### config.mk
export PLATFORM = sky130hd
export DESIGN_NAME = irm_route_mux
export DESIGN_NICKNAME = d
export VERILOG_FILES = /design/src/design/irm_pkg.sv /design/src/design/irm_pin_drv.sv /design/src/design/irm_route_mux.sv
export VERILOG_INCLUDE_DIRS = /design/src /design/src/design
export SDC_FILE = /design/constraint.sdc
export NUM_CORES = 1
export LEC_CHECK = 0
export ABC_AREA = 0
export ABC_CLOCK_PERIOD_IN_PS = 7400
export BUFFER_PORTS_ARGS = -buffer_cell sky130_fd_sc_hd__buf_2
export CAP_MARGIN = 15
export CORE_MARGIN = 3
export CORE_UTILIZATION = 50
export CTS_BUF_LIST = sky130_fd_sc_hd__clkbuf_8
export CTS_CLUSTER_DIAMETER = 100
export DETAILED_ROUTE_END_ITERATION = 12
export PLACE_DENSITY = 0.82
export SYNTH_ARGS = -nofsm -noshare
export SYNTH_HDL_FRONTEND = slang
export SYNTH_SLANG_ARGS = --single-unit
### constraint.sdc
create_clock -name pclk -period 7.4 [get_ports pclk]
set_clock_uncertainty 0.15 [all_clocks]
set_input_delay 0.74 -clock pclk [delete_from_list [all_inputs] [get_ports pclk]]
set_output_delay 0.74 -clock pclk [all_outputs]
set_load 0.005 [all_outputs]
### src/design/irm_params.svh
// register map, field positions, reset values and fixed slot numbers
`ifndef IRM_PARAMS_SVH
`define IRM_PARAMS_SVH

// register indices; byte address is four times the index
`define IRM_IDX_ROUTE      10'h0C0
`define IRM_IDX_STATUS     10'h0E0
`define IRM_IDX_MASK       10'h0E1
`define IRM_ADDR_ROUTE     12'h300
`define IRM_ADDR_STATUS    12'h380
`define IRM_ADDR_MASK      12'h384

`define IRM_ROUTE_RESET    8'h00
`define IRM_STATUS_RESET   5'h00
`define IRM_MASK_RESET     5'h00

// routing register field positions
`define IRM_BIT_PARALLEL   0
`define IRM_BIT_RTC_PIN    1
`define IRM_BIT_SCI_PIN    2
`define IRM_BIT_SCI_POL    3
`define IRM_BIT_SCI_OD     4
`define IRM_BIT_EVT_LO     5
`define IRM_BIT_EVT_HI     6
`define IRM_BIT_SMI_PIN    7

// status bit positions
`define IRM_ST_CFG_WR      0
`define IRM_ST_RSVD_SEL    1
`define IRM_ST_RTC_LOST    2
`define IRM_ST_SCI_LOST    3
`define IRM_ST_SMI_LOST    4

// fixed interrupt numbers
`define IRM_SMI_SLOT       4'h2
`define IRM_IRQ9           4'h9
`define IRM_IRQ14          4'hE
`define IRM_IRQ15          4'hF

`endif

### src/design/irm_pkg.sv
// types shared by the interrupt routing mux
package irm_pkg;

  typedef enum logic [1:0] {
    IRM_EVT_PME  = 2'b00,
    IRM_EVT_SCI  = 2'b01,
    IRM_EVT_IRQ9 = 2'b10,
    IRM_EVT_RSVD = 2'b11
  } irm_evt_sel_type;

  // routing register layout, msb first
  typedef struct packed {
    logic            smi_pin;
    irm_evt_sel_type evt_sel;
    logic            sci_od;
    logic            sci_pol;
    logic            sci_pin;
    logic            rtc_pin;
    logic            parallel;
  } irm_route_type;

  typedef enum logic [1:0] {
    IRM_SEL_NONE   = 2'b00,
    IRM_SEL_ROUTE  = 2'b01,
    IRM_SEL_STATUS = 2'b10,
    IRM_SEL_MASK   = 2'b11
  } irm_reg_sel_type;

  // request to one configurable pin driver
  typedef struct packed {
    logic assert_lvl;
    logic active_high;
    logic open_drain;
    logic enable;
  } irm_pin_req_type;

  typedef struct packed {
    logic pin_o;
    logic pin_oe_n;
  } irm_pin_state_type;

endpackage

### src/design/irm_pin_drv.sv
// registered pin driver with selectable polarity and push-pull or open-drain type
`timescale 1ns/1ps
`default_nettype none

module irm_pin_drv
  import irm_pkg::*;
(
  input  wire logic            pclk,
  input  wire logic            presetn,
  input  wire irm_pin_req_type req,
  output var  logic            pin_o,
  output var  logic            pin_oe_n
);

  irm_pin_state_type s_r;
  irm_pin_state_type s_nxt;
  logic              level;

  always_comb begin
    s_nxt = s_r;
    level = req.assert_lvl ? req.active_high : ~req.active_high;
    if (!req.enable) begin
      s_nxt.pin_o    = 1'b0;
      s_nxt.pin_oe_n = 1'b1;
    end else if (req.open_drain) begin
      // only ever pulls low, released for a high level
      s_nxt.pin_o    = 1'b0;
      s_nxt.pin_oe_n = level;
    end else begin
      s_nxt.pin_o    = level;
      s_nxt.pin_oe_n = 1'b0;
    end
  end

  always_ff @(posedge pclk or negedge presetn) begin
    if (!presetn) begin
      s_r <= '{pin_o: 1'b0, pin_oe_n: 1'b1};
    end else begin
      s_r <= s_nxt;
    end
  end

  assign pin_o    = s_r.pin_o;
  assign pin_oe_n = s_r.pin_oe_n;

endmodule // irm_pin_drv

`default_nettype wire

### src/design/irm_route_mux.sv
// interrupt routing mux: serial frame or pin steering, shared event pin, apb registers
`timescale 1ns/1ps
`default_nettype none
`include "irm_params.svh"

module irm_route_mux
  import irm_pkg::*;
#(
  parameter int unsigned AW          = 12,
  parameter int unsigned NIRQ        = 16,
  parameter logic [3:0]  RTC_IRQ_NUM = 4'h8
) (
  input  wire logic              pclk,
  input  wire logic              presetn,
  // apb slave
  input  wire logic              psel,
  input  wire logic              penable,
  input  wire logic              pwrite,
  input  wire logic [AW-1:0]     paddr,
  input  wire logic [31:0]       pwdata,
  output var  logic [31:0]       prdata,
  output var  logic              pready,
  output var  logic              pslverr,
  output var  logic              irq_out,
  // interrupt sources, active-high levels
  input  wire logic [NIRQ-1:0]   irq_src,
  input  wire logic              rtc_irq,
  input  wire logic              sci_req,
  input  wire logic              smi_req,
  input  wire logic              pme_req,
  input  wire logic [3:0]        sci_irq_num,
  input  wire logic              acpi_unit_enable,
  input  wire logic              standby_trickle_power,
  input  wire logic              smi_active_high,
  input  wire logic              smi_open_drain,
  // serial frame engine side
  output var  logic [NIRQ-1:0]   frame_slots,
  input  wire logic              frame_engine_o,
  input  wire logic              frame_engine_oe_n,
  // pins
  output var  logic              framed_interrupt_line_o,
  output var  logic              framed_interrupt_line_oe_n,
  output var  logic              bus_clk_pin_o,
  output var  logic              bus_clk_pin_oe_n,
  output var  logic [NIRQ-1:0]   irq_pin_o,
  output var  logic [NIRQ-1:0]   irq_pin_oe_n,
  output var  logic              event_pin_o,
  output var  logic              event_pin_oe_n,
  output var  logic              mgmt_interrupt_pin_n_o,
  output var  logic              mgmt_interrupt_pin_n_oe_n,
  output var  logic              bios_buf_en
);

  localparam int unsigned NST = 5;

  typedef struct packed {
    irm_route_type   route;
    logic [NST-1:0]  status;
    logic [NST-1:0]  mask;
    logic [31:0]     prdata;
    logic            pready;
    logic            pslverr;
    logic            irq_out;
    logic [NIRQ-1:0] slots;
    logic [NIRQ-1:0] pins;
    logic [NIRQ-1:0] pins_oe_n;
    logic            frame_o;
    logic            frame_oe_n;
    logic            clk_o;
    logic            clk_oe_n;
    logic            bios_buf_en;
  } irm_state_type;

  irm_state_type   s_r;
  irm_state_type   s_nxt;
  irm_pin_req_type evt_req;
  irm_pin_req_type mgmt_req;

  function automatic irm_reg_sel_type reg_sel(input logic [AW-1:0] a);
    if (a == AW'(`IRM_ADDR_ROUTE)) begin
      reg_sel = IRM_SEL_ROUTE;
    end else if (a == AW'(`IRM_ADDR_STATUS)) begin
      reg_sel = IRM_SEL_STATUS;
    end else if (a == AW'(`IRM_ADDR_MASK)) begin
      reg_sel = IRM_SEL_MASK;
    end else begin
      reg_sel = IRM_SEL_NONE;
    end
  endfunction

  logic            setup_ph;
  logic            access_ph;
  logic            wr_route;
  logic            rd_status;
  logic            serial_ok;
  logic            sci_on_evt;
  logic            irq9_on_evt;
  logic            sci_pol;
  logic            sci_od;
  logic [NIRQ-1:0] legacy;
  logic [NIRQ-1:0] ser_vec;
  logic [NIRQ-1:0] par_vec;
  logic [NIRQ-1:0] pin_en;
  logic [NST-1:0]  ev;
  irm_route_type   c;

  always_comb begin
    s_nxt       = s_r;
    setup_ph    = psel & ~penable;
    access_ph   = psel & penable & s_r.pready;
    wr_route    = access_ph & pwrite & (reg_sel(paddr) == IRM_SEL_ROUTE);
    rd_status   = access_ph & ~pwrite & (reg_sel(paddr) == IRM_SEL_STATUS);

    // apb: zero wait state, answer registered during setup
    s_nxt.pready  = setup_ph;
    s_nxt.pslverr = setup_ph & (reg_sel(paddr) == IRM_SEL_NONE);
    if (setup_ph) begin
      if (reg_sel(paddr) == IRM_SEL_ROUTE) begin
        s_nxt.prdata = {24'h000000, s_r.route};
      end else if (reg_sel(paddr) == IRM_SEL_STATUS) begin
        s_nxt.prdata = {{(32-NST){1'b0}}, s_r.status};
      end else if (reg_sel(paddr) == IRM_SEL_MASK) begin
        s_nxt.prdata = {{(32-NST){1'b0}}, s_r.mask};
      end else begin
        s_nxt.prdata = 32'h00000000;
      end
    end
    if (access_ph && pwrite) begin
      if (reg_sel(paddr) == IRM_SEL_ROUTE) begin
        s_nxt.route = irm_route_type'(pwdata[7:0]);
      end else if (reg_sel(paddr) == IRM_SEL_MASK) begin
        s_nxt.mask = pwdata[NST-1:0];
      end
    end

    // routing works from the value being written this edge
    c         = s_nxt.route;
    serial_ok = ~standby_trickle_power;
    // polarity and type bits only count while the acpi unit is enabled
    sci_pol   = acpi_unit_enable & c.sci_pol;
    sci_od    = acpi_unit_enable & c.sci_od;
    sci_on_evt  = (c.evt_sel == IRM_EVT_SCI);
    irq9_on_evt = (c.evt_sel == IRM_EVT_IRQ9);
    legacy      = irq_src;
    if (irq9_on_evt) begin
      legacy[`IRM_IRQ9] = 1'b0;
    end

    for (int k = 0; k < NIRQ; k++) begin
      ser_vec[k] = (~c.parallel & legacy[k])
                 | (~c.rtc_pin & rtc_irq & (4'(k) == RTC_IRQ_NUM))
                 | (~c.sci_pin & ~sci_on_evt & sci_req & (4'(k) == sci_irq_num))
                 | (~c.smi_pin & smi_req & (4'(k) == `IRM_SMI_SLOT));
      par_vec[k] = (c.parallel & legacy[k])
                 | (c.rtc_pin & rtc_irq & (4'(k) == RTC_IRQ_NUM))
                 | (c.sci_pin & ~sci_on_evt & sci_req & (4'(k) == sci_irq_num));
      pin_en[k]  = c.parallel
                 | (c.rtc_pin & (4'(k) == RTC_IRQ_NUM))
                 | (c.sci_pin & ~sci_on_evt & (4'(k) == sci_irq_num));
    end
    // irq14 and irq15 leave on the shared pins in parallel mode
    if (c.parallel) begin
      pin_en[`IRM_IRQ14] = 1'b0;
      pin_en[`IRM_IRQ15] = 1'b0;
    end

    s_nxt.slots     = serial_ok ? ser_vec : '0;
    s_nxt.pins      = par_vec & pin_en;
    s_nxt.pins_oe_n = ~pin_en;

    if (c.parallel) begin
      s_nxt.frame_o    = par_vec[`IRM_IRQ15];
      s_nxt.frame_oe_n = 1'b0;
      s_nxt.clk_o      = par_vec[`IRM_IRQ14];
      s_nxt.clk_oe_n   = 1'b0;
    end else begin
      s_nxt.frame_o    = serial_ok & frame_engine_o;
      s_nxt.frame_oe_n = ~serial_ok | frame_engine_oe_n;
      s_nxt.clk_o      = 1'b0;
      s_nxt.clk_oe_n   = 1'b1;
    end
    s_nxt.bios_buf_en = ~c.parallel;

    // events: a serial-routed rtc, sci or smi request that cannot be framed is flagged lost
    ev = '0;
    ev[`IRM_ST_CFG_WR]   = wr_route;
    ev[`IRM_ST_RSVD_SEL] = wr_route & (c.evt_sel == IRM_EVT_RSVD);
    ev[`IRM_ST_RTC_LOST] = ~serial_ok & ~c.rtc_pin & rtc_irq;
    ev[`IRM_ST_SCI_LOST] = ~serial_ok & ~c.sci_pin & ~sci_on_evt & sci_req;
    ev[`IRM_ST_SMI_LOST] = ~serial_ok & ~c.smi_pin & smi_req;
    // read clears, a new event in the same cycle survives
    s_nxt.status  = (rd_status ? '0 : s_r.status) | ev;
    s_nxt.irq_out = |(s_nxt.status & s_nxt.mask);

    // shared event pin function and driver type
    case (c.evt_sel)
      IRM_EVT_PME: begin
        evt_req = '{assert_lvl: pme_req, active_high: 1'b0,
                    open_drain: 1'b1, enable: 1'b1};
      end
      IRM_EVT_SCI: begin
        evt_req = '{assert_lvl: sci_req, active_high: sci_pol,
                    open_drain: sci_od, enable: 1'b1};
      end
      IRM_EVT_IRQ9: begin
        evt_req = '{assert_lvl: irq_src[`IRM_IRQ9], active_high: 1'b1,
                    open_drain: 1'b0, enable: 1'b1};
      end
      default: begin
        evt_req = '{assert_lvl: 1'b0, active_high: 1'b0,
                    open_drain: 1'b0, enable: 1'b0};
      end
    endcase

    // management pin type from the gpio side
    mgmt_req = '{assert_lvl: smi_req, active_high: smi_active_high,
                 open_drain: smi_open_drain, enable: c.smi_pin};
  end

  always_ff @(posedge pclk or negedge presetn) begin
    if (!presetn) begin
      s_r             <= '0;
      s_r.route       <= irm_route_type'(`IRM_ROUTE_RESET);
      s_r.status      <= `IRM_STATUS_RESET;
      s_r.mask        <= `IRM_MASK_RESET;
      s_r.pins_oe_n   <= '1;
      s_r.frame_oe_n  <= 1'b1;
      s_r.clk_oe_n    <= 1'b1;
      s_r.bios_buf_en <= 1'b1;
    end else begin
      s_r <= s_nxt;
    end
  end

  irm_pin_drv u_event_pin (
    .pclk     (pclk),
    .presetn  (presetn),
    .req      (evt_req),
    .pin_o    (event_pin_o),
    .pin_oe_n (event_pin_oe_n)
  );

  irm_pin_drv u_mgmt_pin (
    .pclk     (pclk),
    .presetn  (presetn),
    .req      (mgmt_req),
    .pin_o    (mgmt_interrupt_pin_n_o),
    .pin_oe_n (mgmt_interrupt_pin_n_oe_n)
  );

  assign prdata                     = s_r.prdata;
  assign pready                     = s_r.pready;
  assign pslverr                    = s_r.pslverr;
  assign irq_out                    = s_r.irq_out;
  assign frame_slots                = s_r.slots;
  assign framed_interrupt_line_o    = s_r.frame_o;
  assign framed_interrupt_line_oe_n = s_r.frame_oe_n;
  assign bus_clk_pin_o              = s_r.clk_o;
  assign bus_clk_pin_oe_n           = s_r.clk_oe_n;
  assign irq_pin_o                  = s_r.pins;
  assign irq_pin_oe_n               = s_r.pins_oe_n;
  assign bios_buf_en                = s_r.bios_buf_en;

endmodule // irm_route_mux

`default_nettype wire

==> results of run 1 <==
[cells in the final DEF (no fill, tap or decap), types with 2 or more instances in the layout]
master	count
buf_2	121
dfrtp_1	65
nand2_1	36
nor2_1	32
conb_1	24
a21oi_1	23
dfstp_2	20
o21ai_0	15
a32oi_1	13
nand3_1	11
clkbuf_8	10
mux2_2	8
nor2b_1	7
nand2b_1	7
mux2i_1	7
a22o_1	7
o31ai_1	7
and2_1	6
a31oi_1	5
inv_1	5
nand3_2	2
mux2_4	2
nor3_1	2
or3_1	2
a22oi_1	2
a221o_1	2
a21boi_0	2
clkinv_2	2
clkinvlp_4	2
[stage by stage]
step                      utilization (%)  hold WS (ps)  instances  power (W)  instance area (um^2)
after CTS                            55.7           340        583   0.000847                  4650
after global routing                 55.7           365        583   0.000879                  4650
final                                55.7           331        583   0.000838                  4650
after floorplan                         -           294        441   0.000529                  4450
after detailed placement             53.6           323        567   0.000554                  4470
after global placement               53.6           312        567   0.000553                  4470
[critical path, cell delays in order]
cell and delay (ps):
buf_2 110, nor4_4 400, nand3_2 350, nor2_8 360, mux2i_4 630, inv_2 410, nor3_1 500, and2_1 200
[routing by layer]
metal | wire length [um] | part of all wire, % | GRT usage [%] | vias up
met5 | 0 | 0 | 0 | -
met4 | 208 | 2.0 | 8.93 | 0
met3 | 715 | 7.0 | 4.91 | 15
met2 | 5010 | 49 | 33.3 | 138
met1 | 4240 | 42 | 27.5 | 1524
li1 | - | - | - | 1459
[layout make-up]
type | instances | area [um^2] | share of cell area, %
sequential | 85 | 2150 | 46.3
multi-input combinational | 250 | 1560 | 33.5
timing repair buffer | 122 | 613 | 13.2
clock buffer | 10 | 138 | 2.96
tap | 105 | 131 | 2.83
clock inverter | 6 | 37.5 | 0.808
inverter | 5 | 18.8 | 0.404
[cells in the mapped netlist (all sizes together)]
master	number	share of area, %
or4b	1	0.32
nand4b	1	0.20
dfrtp	65	37
a22o	7	1.4
o21ai	16	1.9
or2	1	0.14
nand3	13	1.7
a21boi	3	0.60
xnor2	1	0.20
inv	5	0.43
or3	2	0.29
o31ai	7	1.2
or3b	1	0.20
dfstp	20	12
nor2b	7	1.0
nor3b	2	0.46
a221o	2	0.46
nor2	33	3.2
buf	90	16
conb	1	0.086
nand2	36	3.1
clkbuf	11	0.95
and3	2	0.32
nor4	2	0.63
and2	6	0.86
mux4	1	0.52
a22oi	2	0.34
nor3	2	0.23
nor4bb	1	0.23
and4bb	1	0.29
a31oi	5	0.72
and4	1	0.20
a32oi	13	2.6
a211o	1	0.20
mux2i	8	2.1
nand2b	7	1.0
o22ai	1	0.14
o211ai	1	0.17
mux2	10	2.8
o21ba	1	0.23
or4	1	0.17
nand4	2	0.43
o2111ai	1	0.20
a211oi	1	0.17
a21oi	23	2.6
[cell families after synthesis]
kind of cell	count (synthesis)
xor gates and xnor gates	1
and+or+nand+nor	122
AOI/OAI and AO/OA	84
other	1
muxes	19
DFF	85
buffers and inverters	106
[registers in the layout (all words and copies together), names as in the netlist]
signal                      cells
u_mgmt_pin.pin_o                1
u_event_pin.pin_o               1
u_event_pin.pin_oe_n            1
bus_clk_pin_o                   1
frame_slots                    16
irq_pin_o                      16
pslverr                         1
s_r                            18
pready                          1
framed_interrupt_line_o         1
u_mgmt_pin.pin_oe_n             1
irq_out                         1
bios_buf_en                     1
irq_pin_oe_n                   16
prdata                          8
framed_interrupt_line_oe_n      1
[power by group through the flow]
stage / registers, W / logic (W) / clock network, W
after floorplan: 0.000482 / 0.0000470 / 0
after global placement: 0.000482 / 0.0000709 / 0
after detailed placement: 0.000482 / 0.0000721 / 0
after CTS: 0.000473 / 0.0000724 / 0.000301
after global routing: 0.000474 / 0.0000809 / 0.000324
final: 0.000473 / 0.0000726 / 0.000293
[worst paths after layout]
kind / to / startpoint / cells after the start
setup / recovery: irq_pin_o[15]$_DFF_PN0_ / paddr[1] / 8
hold / removal: prdata[0]$_DFFE_PN0P_ / prdata[0]$_DFFE_PN0P_ / 2
setup reg to reg: irq_pin_o[15]$_DFF_PN0_ / pready$_DFF_PN0_ / 7
hold reg to reg: prdata[0]$_DFFE_PN0P_ / prdata[0]$_DFFE_PN0P_ / 2
max in group asynchronous: s_r[101]$_DFF_PN0_ / presetn / 1
min in group asynchronous: irq_pin_o[7]$_DFF_PN0_ / presetn / 1
==> out/qor.yml, run 1 <==
route:
  wire_per_inst_um: 17.4
  drc: 0
  viasPerCell: 5.38
  firstDrtPassIters: 5
  drt-initial-drc-count: 198
  ant_nets: 0
  wl_um: 10200
  vias: 3136
power:
  worst_ir_drop_vdd_mv: 0.107
  p_seq_share_pct: 56.4
  power_density_mw_per_mm2: 180
  comb_power_share_pct: 8.7
  intPower_w: 0.000627
  sw_frac_of_total_pct: 25.2
  clkPwrFrac_pct: 34.9
  p_leak_nw: 2.29
  switchingPower_w: 0.000212
cells_and_area:
  drive_gt1_share_pct: 38.3
  fill_cells: 798
  antenna_cells: 0
  nets: 552
  synthToLayoutAreaGrowth_pct: 6.54
global_route:
  grt_max_degree: 86
  grt_pass1_wl_um: 16100
  grt_overflow: 0
  grt_pass1_vias: 3169
  grt_util_all_layers_pct: 20.9
  antenna_found_initial: 0
timing:
  finalSetupViolations: 0
  tightest_slew_ps: 1030
  setup_slack_ps: 3820
  hold_viol: 0
  post-route-min-period_ps: 3580
  rsz0062_at_grt: "false"
  max_freq_ghz: 0.280
  finalSetupTns_ps: 0
  drv_slew: 0
  period_share_pct: 48.3
  slew_headroom_pct: 31.2
clock_tree:
  clock_latency_ps: 340
  cts_tree: "yes"
  cts-resized-gates: 0
  cts_inserted_buffers: 9
  h-tree-depth: 3
  cts_setup_buffers: 0
  clk_path_buf_depth: 2
  cts.sinks: 85
  cts-root-buf: "clkbuf_8"
  ctsHoldBuffers: 0
  cts.reportedPaths.clkPinSlew_ps: 90
setup_path:
  start_kind: "input pin"
  critPathKind: "in2reg"
  critPathArrivalTime_ps: 3720
  crit_fanout: 33
  crit_required_ps: 7540
  endpoint_kind: "flop"
  reg2reg_slack_ps: 4080
logic_synthesis:
  syn_area_mm2: 0.00436
  synth_seq_area_share_pct: 49.3
  yosys.area_share.simple_pct: 15.0
  synth_cell_type_count: 60
  muxShareOfSynthArea_pct: 5.39
  synth_compound_area_share_pct: 13.0
  syn_inst: 418
  synth_fa_ha_area_share_pct: 0
  synthXorXnorAreaFrac_pct: 0.201
  syn_avg_cell_area_um2: 10.4
  yosysWarnings: 0
  synth_top_family_by_area: "buffers and inverters"
  yosys_register_bits: 85
floorplanning:
  start_util_pct: 52.3
  fp-row-count: 33
  die_h_um: 99.4
  placeableCoreArea_mm2: 0.00834
  die_x_um: 99.4
  die_area_mm2: 0.00988
  io_pins: 171
placed_design:
  gp_congestion: 0.871
  dp_hpwl_um: 7490
  dp_slack_ps: 3440
  portBuffers: 122
outcome:
  status: "finished, final reports clean"
min_path:
  min_path_type: "reg2reg"
flow_run:
  maxCapViolCount: 0
Power figures use the tool's default switching activity.
==> run 2, diff against run 1 <==
ABC_CLOCK_PERIOD_IN_PS = 3350   (was 7400)
clock period = 3.35 ns   (was 7.4 ns; I/O delays follow)
==> run 2 against run 1 <==
  * Flip-flop and latch count did not move
  * Register-to-register slack got worse by 3500 ps
  * Final area rose by 1.1%
  * Core utilization increased by 0.60 points
  * Via count grew 2.2%
  * Combinational power is 120% higher
  * Total power up 120%
  * Clock power rose by 130%
  * Sequential power is 120% higher
  * Clock-buffer cell count unchanged
  * Critical path type is now reg2reg
  * Largest cell class unchanged
==> out/qor.yml, run 2 (synthesized netlist as in run 1, its figures left out) <==
power:
  worst_ir_drop_vdd_mv: 0.246
  intPower_w: 0.00139
  switchingPower_w: 0.000486
  comb_power_share_pct: 8.7
  power_density_mw_per_mm2: 400
  p_seq_share_pct: 55.6
  sw_frac_of_total_pct: 25.8
  p_leak_nw: 2.31
  clkPwrFrac_pct: 35.7
route:
  dr_wl_met3_um: 690
  wl_um: 10300
  viasPerCell: 5.45
  firstDrtPassIters: 7
  vias: 3204
  wl_met1_um: 4220
  drt-initial-drc-count: 193
  ant_nets: 0
  top_layer: "met4"
  drc: 0
  wire_per_inst_um: 17.5
  wl_met2_um: 5020
global_route:
  antenna_found_initial: 0
  grt_overflow: 0
  grt_pass1_vias: 3247
  grt_pass1_wl_um: 16400
  grt_util_all_layers_pct: 21.1
  grt_max_degree: 86
setup_path:
  r2r_start: "pready$_DFF_PN0_"
  crit_required_ps: 3500
  reg2reg_slack_ps: 600
  cpPeakStageDelay_ps: 600
  critical-path-slowest-cell: "or4b_4"
  critPathArrivalTime_ps: 2890
  rr_endpoint: "irq_pin_o[15]$_DFF_PN0_"
  endpoint_kind: "flop"
  ff2ff_path_depth: 7
  start_kind: "flop"
  crit_family: "simple AND/OR/NAND/NOR gates"
  crit_fanout: 33
  path_cells: "nand3_1 -> or4b_4 -> nor2_8 -> mux2i_4 -> inv_2 -> nor3_1 -> and2_1"
  critPathKind: "reg2reg"
  cp_num_buf_inv: 1
cells_and_area:
  synthToLayoutAreaGrowth_pct: 7.69
  layout_commonest_cell: "buf_2"
  largest_reg_flops: 18
  drive_gt1_share_pct: 38.9
  fin_util_pct: 56.3
  regMostFlops: "s_r"
  antenna_cells: 0
  mostFrequentLayoutCells: "121 x buf_2, 65 x dfrtp_1, 36 x nand2_1"
  nets: 557
  final_cells: 588
placed_design:
  dp_cells: 571
  dp_hpwl_um: 7710
  portBuffers: 122
  gp_congestion: 0.841
clock_tree:
  clock_latency_ps: 350
  cts_setup_buffers: 0
  cts-root-buf: "clkbuf_8"
  h-tree-depth: 3
  cts.reportedPaths.clkPinSlew_ps: 90
  cts_tree: "yes"
  cts_inserted_buffers: 9
  cts.sinks: 85
  clk_path_buf_depth: 2
timing:
  hold_viol: 0
  rsz0062_at_grt: "false"
  period_share_pct: 82.0
  slew_headroom_pct: 32.3
  max_freq_ghz: 0.364
  post-route-min-period_ps: 2750
  finalSetupTns_ps: 0
  tightest_slew_ps: 1020
  finalSetupViolations: 0
  drv_slew: 0
floorplanning:
  placeableCoreArea_mm2: 0.00834
  die_area_mm2: 0.00988
  io_pins: 171
  die_x_um: 99.4
  start_util_pct: 52.3
  fp-row-count: 33
  die_h_um: 99.4
outcome:
  status: "finished, final reports clean"
flow_run:
  maxCapViolCount: 0
min_path:
  min_path_type: "in2async"
[run 2: cell count changes in the layout (fill, tap and decap cells not counted), sizes merged]
cell	change
buf	+4
clkinv	+2
clkinvlp	-1
dlygate4sd3	+1
inv	-1
[run 2: worst max-delay path by stage]
| stage | to | slack (ps) | cells after the start | startpoint |
|---|---|---|---|---|
| floorplan | irq_pin_o[2]$_DFF_PN0_ | 1000 | 6 | pready$_DFF_PN0_ |
| global placement | irq_pin_o[14]$_DFF_PN0_ | 550 | 7 | paddr[2] |
| detailed placement | irq_pin_o[14]$_DFF_PN0_ | 480 | 7 | paddr[2] |
| CTS | irq_pin_o[14]$_DFF_PN0_ | 560 | 7 | pready$_DFF_PN0_ |
| global route | irq_pin_o[14]$_DFF_PN0_ | 370 | 7 | pready$_DFF_PN0_ |
| finish | irq_pin_o[15]$_DFF_PN0_ | 600 | 7 | pready$_DFF_PN0_ |
[run 2: worst register-to-register path, delay by kind of cell (launching register included)]
family	cells	cell delay, ps
buf+inv	1	230
flops	1	370
mux	1	300
simple gates	5	1640
[run 2: final cells by class]
| type | instances | area, um^2 |
|---|---|---|
| clock inverters | 6 | 47.5 |
| repair buffers | 127 | 653 |
| clock buffers | 10 | 138 |
| flip-flops and latches | 85 | 2150 |
| inverters | 5 | 18.8 |
| fillers | 764 | 3640 |
| multi-input cells | 250 | 1560 |
| well taps | 105 | 131 |
[run 2: metrics by stage]
| stage | instance area, um^2 | power (W) | hold slack [ps] | setup WS [ps] |
|---|---|---|---|---|
| final | 4700 | 0.00188 | 6.44 | 604 |
| after global routing | 4700 | 0.00196 | 49.8 | 375 |
| after CTS | 4700 | 0.00190 | 43.1 | 563 |
| after detailed placement | 4500 | 0.00123 | 315 | 477 |
| after global placement | 4500 | 0.00122 | 312 | 546 |
| after floorplan | 4450 | 0.00117 | -111 | 1000 |
[run 2: power by group through the flow]
stage | Clock, W | Combinational [W] | Sequential [W]
4_1_cts | 0.000687 | 0.000163 | 0.00105
5_1_grt | 0.000732 | 0.000182 | 0.00105
3_3_place_gp | 0 | 0.000157 | 0.00106
2_1_floorplan | 0 | 0.000104 | 0.00106
3_5_place_dp | 0 | 0.000161 | 0.00106
6_report | 0.000671 | 0.000163 | 0.00105
[run 2: what timing repair did]
item,4_1_cts,5_1_grt
hold endpoints to repair,1,0
resized for setup,0,0
hold buffers,1,0
[run 2: per-layer routing]
metal  up-vias  global-route usage, %
met2       155                   33.9
met1      1551                   27.7
met3        31                   4.28
li1       1467                      -
met5         -                      0
met4         0                   9.77
==> run 3, diff against run 2 <==
ABC_CLOCK_PERIOD_IN_PS = 2400   (was 3350)
CORE_UTILIZATION = 46   (was 50)
PLACE_DENSITY = 0.79   (was 0.82)
clock period = 2.4 ns   (was 3.35 ns; I/O delays follow)
==> run 3 against run 2 <==
  * Clock power rose by 68%
  * Non-clock buffer count rose by 46
  * Total power up 52%
  * Highest routed layer unchanged
==> out/qor.yml, run 3 (synthesized netlist as in run 1, its figures left out) <==
floorplanning:
  fp-row-count: 34
  placeableCoreArea_mm2: 0.00898
  io_pins: 171
  die_x_um: 103
  die_h_um: 103
  die_area_mm2: 0.0107
  start_util_pct: 48.6
clock_tree:
  cts.reportedPaths.clkPinSlew_ps: 90
  cts-root-buf: "clkbuf_8"
  clock_latency_ps: 350
  h-tree-depth: 3
  cts_inserted_buffers: 9
  cts_tree: "yes"
  clk_path_buf_depth: 2
  cts.sinks: 85
cells_and_area:
  nets: 604
  antenna_cells: 0
  layout_commonest_cell: "buf_2"
  mostFrequentLayoutCells: "121 x buf_2, 65 x dfrtp_1, 36 x nand2_1"
  fin_util_pct: 58.3
  regMostFlops: "s_r"
  synthToLayoutAreaGrowth_pct: 20.1
  fill_cells: 727
  largest_reg_flops: 18
  drive_gt1_share_pct: 41.7
setup_path:
  start_kind: "flop"
  crit_fanout: 8
  ff2ff_path_depth: 6
  rr_endpoint: "u_event_pin.pin_oe_n$_DFF_PN1_"
  crit_required_ps: 2530
  r2r_start: "pready$_DFF_PN0_"
  reg2reg_slack_ps: 30
  critPathArrivalTime_ps: 2500
  critPathKind: "reg2reg"
  endpoint_kind: "flop"
route:
  vias: 3478
  drc: 0
  wire_per_inst_um: 17.2
  wl_um: 11300
  firstDrtPassIters: 5
  ant_nets: 0
  viasPerCell: 5.30
  drt-initial-drc-count: 191
global_route:
  grt_overflow: 0
  grt_util_all_layers_pct: 21.0
  grt_pass1_wl_um: 16900
  antenna_found_initial: 0
  grt_pass1_vias: 3404
  grt_max_degree: 52
timing:
  finalSetupViolations: 0
  rsz0062_at_grt: "true"
  tightest_slew_ps: 554
  slew_headroom_pct: 63.0
  period_share_pct: 99.0
  hold_viol: 0
  setup_slack_ps: 25.1
  post-route-min-period_ps: 2370
  drv_slew: 0
  max_freq_ghz: 0.421
power:
  p_leak_nw: 2.57
  worst_ir_drop_vdd_mv: 0.266
  power_density_mw_per_mm2: 547
min_path:
  holdPathEnd: "s_r[92]$_DFF_PN0_"
  hold_depth: 2
  min_from: "pwdata[4]"
  min_path_type: "in2reg"
placed_design:
  dp_slack_ps: -13.1
  portBuffers: 122
  gp_congestion: 0.833
  dp_hpwl_um: 8060
outcome:
  status: "finished, final reports clean"
flow_run:
  maxCapViolCount: 0
-- run 3: changes by cell type in the layout (fill, tap and decap cells not counted), sizes merged --
cell,previous run,this run
buf,126,151
dlygate4sd3,1,22
bufinv,0,2
clkinv,4,3
clkinvlp,1,0
inv,6,7
-- run 3: report_power, final --
part	switching, W	internal [W]
registers	0.00000615	0.00145
logic	0.000161	0.000113
clock network	0.000515	0.000615
total	0.000683	0.00218
-- run 3: how the worst max path moves through the flow --
stage	from	end	slack, ps	cells past startpoint
after detailed placement	pready$_DFF_PN0_	frame_slots[9]$_DFF_PN0_	-10	7
after global routing	pready$_DFF_PN0_	irq_pin_o[2]$_DFF_PN0_	-70	7
after floorplan	pready$_DFF_PN0_	irq_pin_o[2]$_DFF_PN0_	50	6
after global placement	pready$_DFF_PN0_	irq_pin_oe_n[7]$_DFF_PN1_	10	7
after CTS	pready$_DFF_PN0_	frame_slots[9]$_DFF_PN0_	4	7
final	pready$_DFF_PN0_	u_event_pin.pin_oe_n$_DFF_PN1_	30	6
-- run 3: critical path, stage by stage (launching register included) --
cell and delay (ps):
dfrtp_1 380, nand3_2 80, or4b_4 530, nor2_8 230
buf_4 160, mux4_2 530, nor3b_2 240
-- run 3: what timing repair did --
item                                    in CTS  in global routing
pin swaps                                    1                  9
gates cloned                                 0                  1
setup buffers                                2                  4
gates resized for setup                      0                 24
hold endpoints to repair                    61                  0
endpoints found under the setup margin      12                 29
hold buffers                                22                  0
-- run 3: layout make-up --
cell class                      instances  area [um^2]  area share [%]
Timing Repair Buffer                  173         1080            20.6
Tap cell                              126          158            3.01
Multi-Input combinational cell        250         1600            30.5
Clock inverter                          6         86.3            1.65
Clock buffer                           10          138            2.63
Inverter                                5         23.8           0.454
Timing Repair inverter                  1         6.26           0.119
Sequential cell                        85         2150            41.1
-- run 3: through the flow --
stage / hold slack (ps) / power (W) / instance area, um^2 / std cells / TNS, ps
after detailed placement: 75.3 / 0.00172 / 4680 / 611 / -26.0
after global routing: 19.0 / 0.00296 / 5240 / 656 / -980
after floorplan: -206 / 0.00163 / 4450 / 441 / 0
final: 23.1 / 0.00286 / 5240 / 656 / 0
after CTS: 14.6 / 0.00288 / 5140 / 651 / 0
after global placement: 67.0 / 0.00172 / 4680 / 611 / 0
-- run 3: layer usage --
layer  GRT usage (%)  vias up  share of wire [%]
met5               0        -                  0
met4            11.0        0                3.6
met3            4.23       39                7.0
met2            34.4      173                 50
met1            26.3     1706                 40
li1                -     1560                  -
